===== config.mk =====
export PLATFORM = sky130hd
export DESIGN_NAME = sba_arbiter
export DESIGN_NICKNAME = d
export VERILOG_FILES = /design/src/sba_pkg.sv /design/src/sba_arbiter.sv
export VERILOG_INCLUDE_DIRS = /design/src
export SDC_FILE = /design/constraint.sdc
export NUM_CORES = 1
export LEC_CHECK = 0
export BUFFER_PORTS_ARGS = -buffer_cell sky130_fd_sc_hd__buf_4
export CAP_MARGIN = 20
export CORE_UTILIZATION = 49
export DETAILED_ROUTE_END_ITERATION = 12
export PLACE_DENSITY = 0.86
export SLEW_MARGIN = 40
export SYNTH_ARGS = -nofsm -noshare
export SYNTH_HDL_FRONTEND = slang
export SYNTH_SLANG_ARGS = --single-unit

===== constraint.sdc =====
create_clock -name ref_clk -period 4.9 [get_ports ref_clk]
set_clock_uncertainty 0.05 [all_clocks]
set_input_delay 0 -clock ref_clk [delete_from_list [all_inputs] [get_ports ref_clk]]
set_output_delay 0 -clock ref_clk [all_outputs]
set_load 0.005 [all_outputs]

===== src/sba_params.svh =====
// constants for the system bus arbitration and configuration block
// assumes inclusion by bare name from the design module
`ifndef SBA_PARAMS_SVH
`define SBA_PARAMS_SVH

`define SBA_STRAP_DEFAULT   1'h1
`define SBA_CPU_ADDR_LSB    3
`define SBA_CPU_ADDR_MSB    19
`define SBA_RAM_AW          17
`define SBA_WORD_BITS       3
`define SBA_WRAP_MASK_32B   3'h3
`define SBA_WRAP_MASK_64B   3'h7
`define SBA_BEAT_LAST_32B   3'h3
`define SBA_BEAT_LAST_64B   3'h7
`define SBA_BEAT_LAST_ONE   3'h0
`define SBA_ALL_LANES       8'hFF
`define SBA_NO_LANES        8'h00
`define SBA_SIZE_256K       2'h3
`define SBA_SIZE_1M         2'h1

`endif


===== src/sba_pkg.sv =====
// types shared by the system bus arbitration and configuration block
// assumes sba_params.svh is on the include path
package sba_pkg;

    typedef enum logic [2:0] {
        SYS_FILL,
        SYS_CI_READ,
        SYS_COPYBACK,
        SYS_WRITE_THRU,
        SYS_CI_WRITE
    } sba_sys_kind_t;

    typedef enum logic [1:0] {
        A_IDLE,
        A_REQ,
        A_OWN
    } sba_astate_t;

    typedef enum logic [1:0] {
        D_IDLE,
        D_ARB,
        D_OWN
    } sba_dstate_t;

    typedef enum logic [1:0] {
        SIZE_256K,
        SIZE_1M,
        SIZE_RESERVED
    } sba_size_t;

endpackage : sba_pkg


===== src/sba_arbiter.sv =====
// system bus arbitration, cache ram control and strap configuration
// assumes synchronous inputs other than arst_n, all levels active high except arst_n, two-way pins resolved outside
//
// Functional notes
// - keep address request up until qualified grant or request withdrawn
// - take address bus only on grant with address busy negated
// - when parked with grant held, start at once without requesting
// - drive address busy only while address master, else sample it
// - transfer start requests data bus; take it on grant with busy negated
// - sample data busy while arbitrating, drive while master, float otherwise
// - cache ram address follows processor address one clock later
// - advance ram address during bursts one clock before each beat
// - one write enable per byte lane, only lanes being written
// - processor write enables cpu-to-ram, processor read enables ram-to-cpu
// - fills and inhibited reads enable bus-to-ram, write-outs ram-to-bus
// - after reset strap pins show tag function bits 0-1 and tag status, delayed one clock
// - select when chip select matches the latched polarity strap
// - full speed when half-rate clock held high, else its leading edge
// - suspend during reset, latch straps at release, then operate
// - line length strap high gives 32-byte line, low 64-byte
// - burst order strap high gives critical word first, low zero first
// - arbiter strap high gives on-chip arbitration, low external
// - size straps: 11 is 256K, 01 is 1M, others reserved
// - weak default drive on straps in reset, tag monitor afterwards
// - transfer start is one clock at transaction begin only
// - address acknowledge ends address tenure and releases busy
`timescale 1ns/1ns
`include "sba_params.svh"

module sba_arbiter (
    input  wire logic                  ref_clk,
    input  wire logic                  arst_n,
    input  wire logic                  clk_en,
    input  wire logic                  hclk,
    input  wire logic                  chip_sel,
    output logic                       chip_selected,
    input  wire logic                  xact_req,
    input  wire logic                  xact_cancel,
    input  wire sba_pkg::sba_sys_kind_t xact_kind,
    input  wire logic                  xact_burst,
    input  wire logic [16:0]           xact_ram_addr,
    output logic                       sys_addr_req,
    input  wire logic                  sys_addr_grant,
    input  wire logic                  sys_addr_busy_in,
    output logic                       sys_addr_busy_out,
    output logic                       sys_addr_busy_oe,
    output logic                       sys_addr_drive_en,
    input  wire logic                  sys_address_ack,
    output logic                       sys_xfer_start_out,
    output logic                       sys_xfer_start_oe,
    input  wire logic                  sys_data_grant,
    input  wire logic                  sys_data_busy_in,
    output logic                       sys_data_busy_out,
    output logic                       sys_data_busy_oe,
    input  wire logic                  sys_xfer_ack,
    input  wire logic                  cpu_addr_valid,
    input  wire logic [31:0]           cpu_addr,
    input  wire logic                  cpu_data_phase,
    input  wire logic                  cpu_write,
    input  wire logic [7:0]            cpu_byte_mask,
    output logic [16:0]                cache_ram_addr,
    output logic [7:0]                 cache_byte_write_en,
    output logic                       cpu_to_ram_drive_en,
    output logic                       ram_to_cpu_drive_en,
    output logic                       bus_to_ram_drive_en,
    output logic                       ram_to_bus_drive_en,
    input  wire logic [2:0]            tag_func,
    input  wire logic [3:0]            tag_status,
    input  wire logic                  line_length_strap_in,
    output logic                       line_length_strap_out,
    output logic                       line_length_strap_oe,
    input  wire logic                  burst_order_strap_in,
    output logic                       burst_order_strap_out,
    output logic                       burst_order_strap_oe,
    output logic                       tag_function_bit2_out,
    output logic                       tag_function_bit2_oe,
    input  wire logic                  select_polarity_strap_in,
    output logic                       select_polarity_strap_out,
    output logic                       select_polarity_strap_oe,
    input  wire logic                  arbiter_choice_strap_in,
    output logic                       arbiter_choice_strap_out,
    output logic                       arbiter_choice_strap_oe,
    input  wire logic                  size_strap_low_in,
    output logic                       size_strap_low_out,
    output logic                       size_strap_low_oe,
    input  wire logic                  size_strap_high_in,
    output logic                       size_strap_high_out,
    output logic                       size_strap_high_oe,
    output logic                       strap_weak_pull,
    output logic                       cfg_line_64,
    output logic                       cfg_zero_first,
    output logic                       cfg_ext_arb,
    output sba_pkg::sba_size_t         cfg_size
);
    import sba_pkg::*;

    function automatic logic is_bus_in(input sba_sys_kind_t k);
        is_bus_in = (k == SYS_FILL) || (k == SYS_CI_READ);
    endfunction : is_bus_in

    function automatic logic is_bus_out(input sba_sys_kind_t k);
        is_bus_out = (k == SYS_COPYBACK) || (k == SYS_WRITE_THRU) || (k == SYS_CI_WRITE);
    endfunction : is_bus_out

    logic          cfg_taken_reg;
    logic          cfg_line32_reg;
    logic          cfg_cwf_reg;
    logic          cfg_sel_pol_reg;
    logic          cfg_onchip_arb_reg;
    logic [1:0]    cfg_size_reg;
    logic [2:0]    tag_func_reg;
    logic [3:0]    tag_status_reg;
    sba_astate_t   astate_reg;
    sba_dstate_t   dstate_reg;
    sba_dstate_t   dstate_next;
    sba_sys_kind_t kind_reg;
    logic          burst_reg;
    logic          start_reg;
    logic [2:0]    beat_reg;
    logic [2:0]    beat_last;
    logic [2:0]    wrap_mask;
    logic [16:0]   ram_addr_reg;
    logic [7:0]    we_reg;
    logic          c2r_reg;
    logic          r2c_reg;
    logic          b2r_reg;
    logic          r2b_reg;
    logic          run;
    logic          qual_grant;
    logic          take_addr;
    logic          cpu_load;
    logic          beat_ack;

    // bus clock tick: hclk held high gives every edge, else one per hclk period
    assign run        = clk_en & hclk & cfg_taken_reg;
    assign qual_grant = sys_addr_grant & ~sys_addr_busy_in;
    assign wrap_mask  = cfg_line32_reg ? `SBA_WRAP_MASK_32B : `SBA_WRAP_MASK_64B;
    assign beat_last  = !burst_reg      ? `SBA_BEAT_LAST_ONE :
                        cfg_line32_reg  ? `SBA_BEAT_LAST_32B : `SBA_BEAT_LAST_64B;
    assign beat_ack   = run && dstate_reg == D_OWN && sys_xfer_ack;

    // straps caught once, on the first enabled edge after release
    always_ff @(posedge ref_clk or negedge arst_n) begin
        if (!arst_n) begin
            cfg_taken_reg      <= 1'h0;
            cfg_line32_reg     <= `SBA_STRAP_DEFAULT;
            cfg_cwf_reg        <= `SBA_STRAP_DEFAULT;
            cfg_sel_pol_reg    <= `SBA_STRAP_DEFAULT;
            cfg_onchip_arb_reg <= `SBA_STRAP_DEFAULT;
            cfg_size_reg       <= `SBA_SIZE_256K;
        end else if (clk_en && !cfg_taken_reg) begin
            cfg_taken_reg      <= 1'h1;
            cfg_line32_reg     <= line_length_strap_in;
            cfg_cwf_reg        <= burst_order_strap_in;
            cfg_sel_pol_reg    <= select_polarity_strap_in;
            cfg_onchip_arb_reg <= arbiter_choice_strap_in;
            cfg_size_reg       <= {size_strap_high_in, size_strap_low_in};
        end
    end

    assign cfg_line_64    = ~cfg_line32_reg;
    assign cfg_zero_first = ~cfg_cwf_reg;
    assign cfg_ext_arb    = ~cfg_onchip_arb_reg;
    assign chip_selected  = cfg_taken_reg & (chip_sel == cfg_sel_pol_reg);

    always_comb begin
        unique case (cfg_size_reg)
            `SBA_SIZE_256K: cfg_size = SIZE_256K;
            `SBA_SIZE_1M:   cfg_size = SIZE_1M;
            default:        cfg_size = SIZE_RESERVED;
        endcase
    end

    // tag monitor: one clock behind the state it reports
    always_ff @(posedge ref_clk or negedge arst_n) begin
        if (!arst_n) begin
            tag_func_reg   <= 3'h0;
            tag_status_reg <= 4'h0;
        end else if (clk_en) begin
            tag_func_reg   <= tag_func;
            tag_status_reg <= tag_status;
        end
    end

    // during reset the pins are floated and only the weak default holds them
    assign strap_weak_pull           = ~cfg_taken_reg;
    assign line_length_strap_oe      = cfg_taken_reg;
    assign burst_order_strap_oe      = cfg_taken_reg;
    assign tag_function_bit2_oe      = cfg_taken_reg;
    assign select_polarity_strap_oe  = cfg_taken_reg;
    assign arbiter_choice_strap_oe   = cfg_taken_reg;
    assign size_strap_low_oe         = cfg_taken_reg;
    assign size_strap_high_oe        = cfg_taken_reg;
    assign line_length_strap_out     = tag_func_reg[0];
    assign burst_order_strap_out     = tag_func_reg[1];
    assign tag_function_bit2_out     = tag_func_reg[2];
    assign select_polarity_strap_out = tag_status_reg[0];
    assign arbiter_choice_strap_out  = tag_status_reg[1];
    assign size_strap_low_out        = tag_status_reg[2];
    assign size_strap_high_out       = tag_status_reg[3];

    // address tenure
    assign take_addr = run && qual_grant &&
                       ((astate_reg == A_IDLE && xact_req) ||
                        (astate_reg == A_REQ && !xact_cancel));

    always_ff @(posedge ref_clk or negedge arst_n) begin
        if (!arst_n) begin
            astate_reg <= A_IDLE;
        end else if (run) begin
            unique case (astate_reg)
                A_IDLE: begin
                    if (xact_req) begin
                        astate_reg <= qual_grant ? A_OWN : A_REQ;
                    end
                end
                A_REQ: begin
                    if (xact_cancel) begin
                        astate_reg <= A_IDLE;
                    end else if (qual_grant) begin
                        astate_reg <= A_OWN;
                    end
                end
                A_OWN: begin
                    if (sys_address_ack) begin
                        astate_reg <= A_IDLE;
                    end
                end
            endcase
        end
    end

    always_ff @(posedge ref_clk or negedge arst_n) begin
        if (!arst_n) begin
            start_reg <= 1'h0;
            kind_reg  <= SYS_FILL;
            burst_reg <= 1'h0;
        end else if (run) begin
            start_reg <= take_addr;
            if (take_addr) begin
                kind_reg  <= xact_kind;
                burst_reg <= xact_burst;
            end
        end
    end

    assign sys_addr_req       = astate_reg == A_REQ;
    assign sys_addr_busy_out  = 1'h1;
    assign sys_addr_busy_oe   = astate_reg == A_OWN;
    assign sys_addr_drive_en  = astate_reg == A_OWN;
    assign sys_xfer_start_out = start_reg;
    assign sys_xfer_start_oe  = astate_reg == A_OWN;

    // data tenure, requested by the transfer start pulse
    always_comb begin
        dstate_next = dstate_reg;
        unique case (dstate_reg)
            D_IDLE: begin
                if (start_reg) begin
                    dstate_next = D_ARB;
                end
            end
            D_ARB: begin
                if (sys_data_grant && !sys_data_busy_in) begin
                    dstate_next = D_OWN;
                end
            end
            D_OWN: begin
                if (sys_xfer_ack && beat_reg == beat_last) begin
                    dstate_next = D_IDLE;
                end
            end
        endcase
    end

    always_ff @(posedge ref_clk or negedge arst_n) begin
        if (!arst_n) begin
            dstate_reg <= D_IDLE;
            beat_reg   <= 3'h0;
        end else if (run) begin
            dstate_reg <= dstate_next;
            if (dstate_reg != D_OWN) begin
                beat_reg <= 3'h0;
            end else if (sys_xfer_ack) begin
                beat_reg <= beat_reg + 3'h1;
            end
        end
    end

    assign sys_data_busy_out = 1'h1;
    assign sys_data_busy_oe  = dstate_reg == D_OWN;

    // ram address: processor side only while the data tenure is idle and no address is being taken
    assign cpu_load = run && cpu_addr_valid && dstate_reg == D_IDLE && !take_addr;

    always_ff @(posedge ref_clk or negedge arst_n) begin
        if (!arst_n) begin
            ram_addr_reg <= 17'h0;
        end else if (run) begin
            if (take_addr) begin
                ram_addr_reg <= cfg_cwf_reg ? xact_ram_addr :
                                {xact_ram_addr[16:`SBA_WORD_BITS], 3'h0};
            end else if (beat_ack) begin
                // wrap inside the line so critical-word-first ends where it began
                ram_addr_reg[2:0] <= ((ram_addr_reg[2:0] + 3'h1) & wrap_mask) |
                                     (ram_addr_reg[2:0] & ~wrap_mask);
            end else if (cpu_load) begin
                ram_addr_reg <= cpu_addr[`SBA_CPU_ADDR_MSB:`SBA_CPU_ADDR_LSB];
            end
        end
    end

    assign cache_ram_addr = ram_addr_reg;

    // byte lanes and data path steering
    always_ff @(posedge ref_clk or negedge arst_n) begin
        if (!arst_n) begin
            we_reg <= `SBA_NO_LANES;
        end else if (run) begin
            if (beat_ack && kind_reg == SYS_FILL) begin
                we_reg <= `SBA_ALL_LANES;
            end else if (dstate_reg != D_OWN && cpu_data_phase && cpu_write) begin
                we_reg <= cpu_byte_mask;
            end else begin
                we_reg <= `SBA_NO_LANES;
            end
        end
    end

    always_ff @(posedge ref_clk or negedge arst_n) begin
        if (!arst_n) begin
            c2r_reg <= 1'h0;
            r2c_reg <= 1'h0;
            b2r_reg <= 1'h0;
            r2b_reg <= 1'h0;
        end else if (run) begin
            c2r_reg <= cpu_data_phase && cpu_write;
            r2c_reg <= cpu_data_phase && !cpu_write;
            b2r_reg <= dstate_next == D_OWN && is_bus_in(kind_reg);
            r2b_reg <= dstate_next == D_OWN && is_bus_out(kind_reg);
        end
    end

    assign cache_byte_write_en = we_reg;
    assign cpu_to_ram_drive_en = c2r_reg;
    assign ram_to_cpu_drive_en = r2c_reg;
    assign bus_to_ram_drive_en = b2r_reg;
    assign ram_to_bus_drive_en = r2b_reg;

    a_req_holds: assert property (@(posedge ref_clk) disable iff (!arst_n)
        (run && astate_reg == A_REQ && !qual_grant && !xact_cancel) |=> sys_addr_req)
        else $error("address request dropped without grant");

    a_own_qualified: assert property (@(posedge ref_clk) disable iff (!arst_n)
        $rose(sys_addr_busy_oe) |-> $past(sys_addr_grant && !sys_addr_busy_in))
        else $error("address bus taken without qualified grant");

    a_park_start: assert property (@(posedge ref_clk) disable iff (!arst_n)
        (run && astate_reg == A_IDLE && xact_req && qual_grant) |=>
        (sys_addr_busy_oe && !sys_addr_req && sys_xfer_start_out))
        else $error("parked start did not begin at once");

    a_start_once: assert property (@(posedge ref_clk) disable iff (!arst_n)
        (sys_xfer_start_out && run) |=> !sys_xfer_start_out)
        else $error("transfer start longer than one bus clock");

    a_aack_release: assert property (@(posedge ref_clk) disable iff (!arst_n)
        (run && sys_addr_busy_oe && sys_address_ack) |=> !sys_addr_busy_oe && !sys_addr_drive_en)
        else $error("address tenure not ended on acknowledge");

    a_data_qualified: assert property (@(posedge ref_clk) disable iff (!arst_n)
        $rose(sys_data_busy_oe) |-> $past(sys_data_grant && !sys_data_busy_in && run))
        else $error("data bus taken without qualified grant");

    a_dbb_release: assert property (@(posedge ref_clk) disable iff (!arst_n)
        (beat_ack && beat_reg == beat_last) |=> !sys_data_busy_oe)
        else $error("data busy still driven after the last beat");

    a_cpu_ram_addr: assert property (@(posedge ref_clk) disable iff (!arst_n)
        cpu_load |=> cache_ram_addr == $past(cpu_addr[`SBA_CPU_ADDR_MSB:`SBA_CPU_ADDR_LSB]))
        else $error("ram address not one clock after processor address");

    a_burst_wrap: assert property (@(posedge ref_clk) disable iff (!arst_n)
        beat_ack |=> (cache_ram_addr[16:3] == $past(cache_ram_addr[16:3]) &&
                      cache_ram_addr != $past(cache_ram_addr)))
        else $error("burst address did not advance within the line");

    a_tag_delay: assert property (@(posedge ref_clk) disable iff (!arst_n)
        (cfg_taken_reg && clk_en) |=> (size_strap_high_out == $past(tag_status[3]) &&
                                       line_length_strap_out == $past(tag_func[0])))
        else $error("tag monitor not one clock behind");

    a_cfg_stable: assert property (@(posedge ref_clk) disable iff (!arst_n)
        cfg_taken_reg |=> ($stable(cfg_size_reg) && $stable(cfg_line32_reg) &&
                           $stable(cfg_sel_pol_reg) && $stable(cfg_cwf_reg)))
        else $error("configuration changed after capture");

endmodule : sba_arbiter


==> run metrics <==
status=finished, final reports clean; Pwr Total=0.00157 W; Setup CP Type=flip-flop to flip-flop; initial DRC count=145; design area=4490 um^2; WL met1=3340 um; #FFs+latches synth=55; Switching Share=0.349; RSZ-0062 raised after global routing=false; largest area contributor in the synthesized netlist=dfrtp_1; Worst path depth=6; worst reg2reg path endpoint=cache_ram_addr[12]; register share of total power=0.440; cts bufs inserted=5; Num Clock Sinks=55; Starting Density=0.514; Post-CTS Setup Bufs=0; Ports=148; sequential area share after synthesis=0.486; top routing layer in use=met4; vias=2826; Synth Area in Simple Gates=0.115; final worst path period share=0.569; vias per cell=5.43; GRT Total Usage=0.308; Met3 Wirelength=572 um; final WL=9060 um; ys flop type=dfrtp_1; final std cells w/o fill=520; main combinational cell family by area after synthesis=compound AO/OA/AOI/OAI gates; DP Cell Count=449; largest net degree at the start of global routing=56; CP Cell Sequence=nand3_4 > a211oi_4 > buf_4 > mux2i_1 > dlygate4sd3_1 > o21ai_1; clk buf depth=2; WL/cell=17.4 um; Gate power share=0.399; setup TNS=0 ps; Worst-Margin Slew=727 ps; CP startpoint kind=flip-flop; cts hold-fix bufs=63; post-synthesis average cell area=10.7 um^2; cell area after synthesis=2850 um^2; initial antenna violation count=0; final hold violations=0; HP Class=input pin to flip-flop; PwrDens=350 nW/um^2; Max Cap Viol=0; synthesized instance count=267; Bufs and invs on worst path=2; crit end category=flip-flop; Final nets=545; Core Region=5540 um^2; Vert. Die Dim=78.2 um; CP peak stage delay=620 ps; leakage=2.16 nW; Max Slew Vio Count=0; r2r setup slk=2110 ps; Max VDD drop=0.218 mV; most common cell after layout, fill and taps aside=buf_4; H-tree level count=2; Reg clk slew, reported paths=110 ps; critical path peak fanout=23; switching pwr=0.000549 W; Worst R2R Start=arbiter_choice_strap_oe; met2 wire length=4860 um; Int Power=0.00102 W; Skew-Pair Late Insertion Delay=310 ps; global placer's final weighted congestion=0.787; Post-synth EDFFs=0; CTS tree=yes; synth unique cells=52; Layout area overhead=57.7%; Clock power frac=0.161; Post-CTS Resized=0; vias in the first global route=3042; share of layout cells above drive strength 1=0.382; first-pass GRT wire length=14600 um; most frequent cells in the layout=buf_4 (131), dlygate4sd3_1 (63), dfrtp_1 (49); crit path DAT=2900 ps; Die Wd=78.2 um; DRC=0; synth top area cells=dfrtp_1 (43%), mux2i_1 (5.6%), dfstp_2 (5.5%); HPWL Detailed=4870 um; grt total ovfl=0; Critical Path End=cache_ram_addr[12]; post-route ant nets=0; setup violators final=0; multiplexer area fraction after synthesis=0.112; complex-gate fraction of the synthesized area=0.167; Cell Rows=27; Synth Area in XOR/XNOR=0.00923; FMAX=358 MHz; placed instance area=3770 um^2; Die Area=6120 um^2; Crit path required time=5010 ps; Synth async-reset ratio=1.00; crit path time final=2790 ps; worst-case reg-to-reg path depth=6; CP delay by family, top=buffers and inverters; Root Buffer=clkbuf_8; Yosys Warn Count=0; DR pass1 iterations=4; max FFs per register=16; ANT cells=0; CP max-delay cell=dfrtp_1; crit path from=arbiter_choice_strap_oe; Hold Crit Depth=4; Synth Area in Adders=0.0351; I/O Buffers=130; share of the synthesized area in the top cell type=0.431; Slew headroom=0.513
-- cell type report --
type / count / area (um^2)
Clock inverter: 3 / 18.8
Clock buffer: 5 / 68.8
Inverter: 14 / 52.6
Timing Repair Buffer: 194 / 1610
Fill cell: 309 / 1050
Sequential cell: 55 / 1380
Tap cell: 72 / 90.1
Multi-Input combinational cell: 177 / 1260
-- worst register-to-register path: cells and delay by family, from the launching register on --
kind	cells	cell delay, ps
mux	1	340
flops	1	620
simple gates	1	300
buf+inv	2	980
compound gates	2	340
-- stage by stage --
step,hold slack [ps],setup WS [ps],util
after floorplan,-346,3090,-
after global placement,39.6,2540,0.680
after detailed placement,36.7,2710,0.681
after CTS,28.6,2290,0.811
after global routing,64.9,1990,0.811
final,49.3,2110,0.811
-- per-layer routing --
| layer | vias to the layer above | global-route usage |
|---|---|---|
| met5 | - | 0 |
| met1 | 1377 | 0.339 |
| met2 | 134 | 0.559 |
| met4 | 0 | 0.154 |
| li1 | 1289 | - |
| met3 | 26 | 0.0663 |
-- cells by family after synthesis --
family	after synthesis
compound gates	69
other cells	1
simple gates	65
flops	55
buf+inv	36
xor+xnor	3
mux	30
fa+ha+maj	8
-- synth_stat cells, types with 2 or more instances --
cell type,count
a21o_1,2
a21oi_1,7
a221o_1,8
a22o_1,3
a31oi_1,2
buf_2,5
buf_4,13
buf_6,3
dfrtp_1,49
dfstp_2,6
ha_1,8
inv_1,14
mux2_2,14
mux2i_1,16
nand2_1,36
nand2b_1,2
nand3_1,3
nor2_1,9
nor2b_1,2
nor3_1,2
o21a_1,2
o21ai_0,15
o21ai_1,14
o22ai_1,2
o31ai_1,2
xor2_1,2
-- how the worst min path moves through the flow --
stage | startpoint | endpoint | slack (ps)
CTS | sys_xfer_ack | beat_reg[1] | 30
detailed placement | arst_n | cache_byte_write_en[1] | 40
global route | sys_xfer_ack | beat_reg[1] | 60
global placement | arst_n | cache_byte_write_en[1] | 40
finish | sys_xfer_ack | beat_reg[1] | 50
floorplan | arst_n | asynchronous set/reset pin | -350
-- power groups by stage --
stage	clock, W	sequential [W]	combinational [W]
4_1_cts	0.000254	0.000676	0.000602
6_report	0.000252	0.000692	0.000627
5_1_grt	0.000275	0.000704	0.000687
3_3_place_gp	0	0.000677	0.000534
2_1_floorplan	0	0.000677	0.000287
3_5_place_dp	0	0.000683	0.000559
No activity file was read; power rests on OpenSTA's default activity.
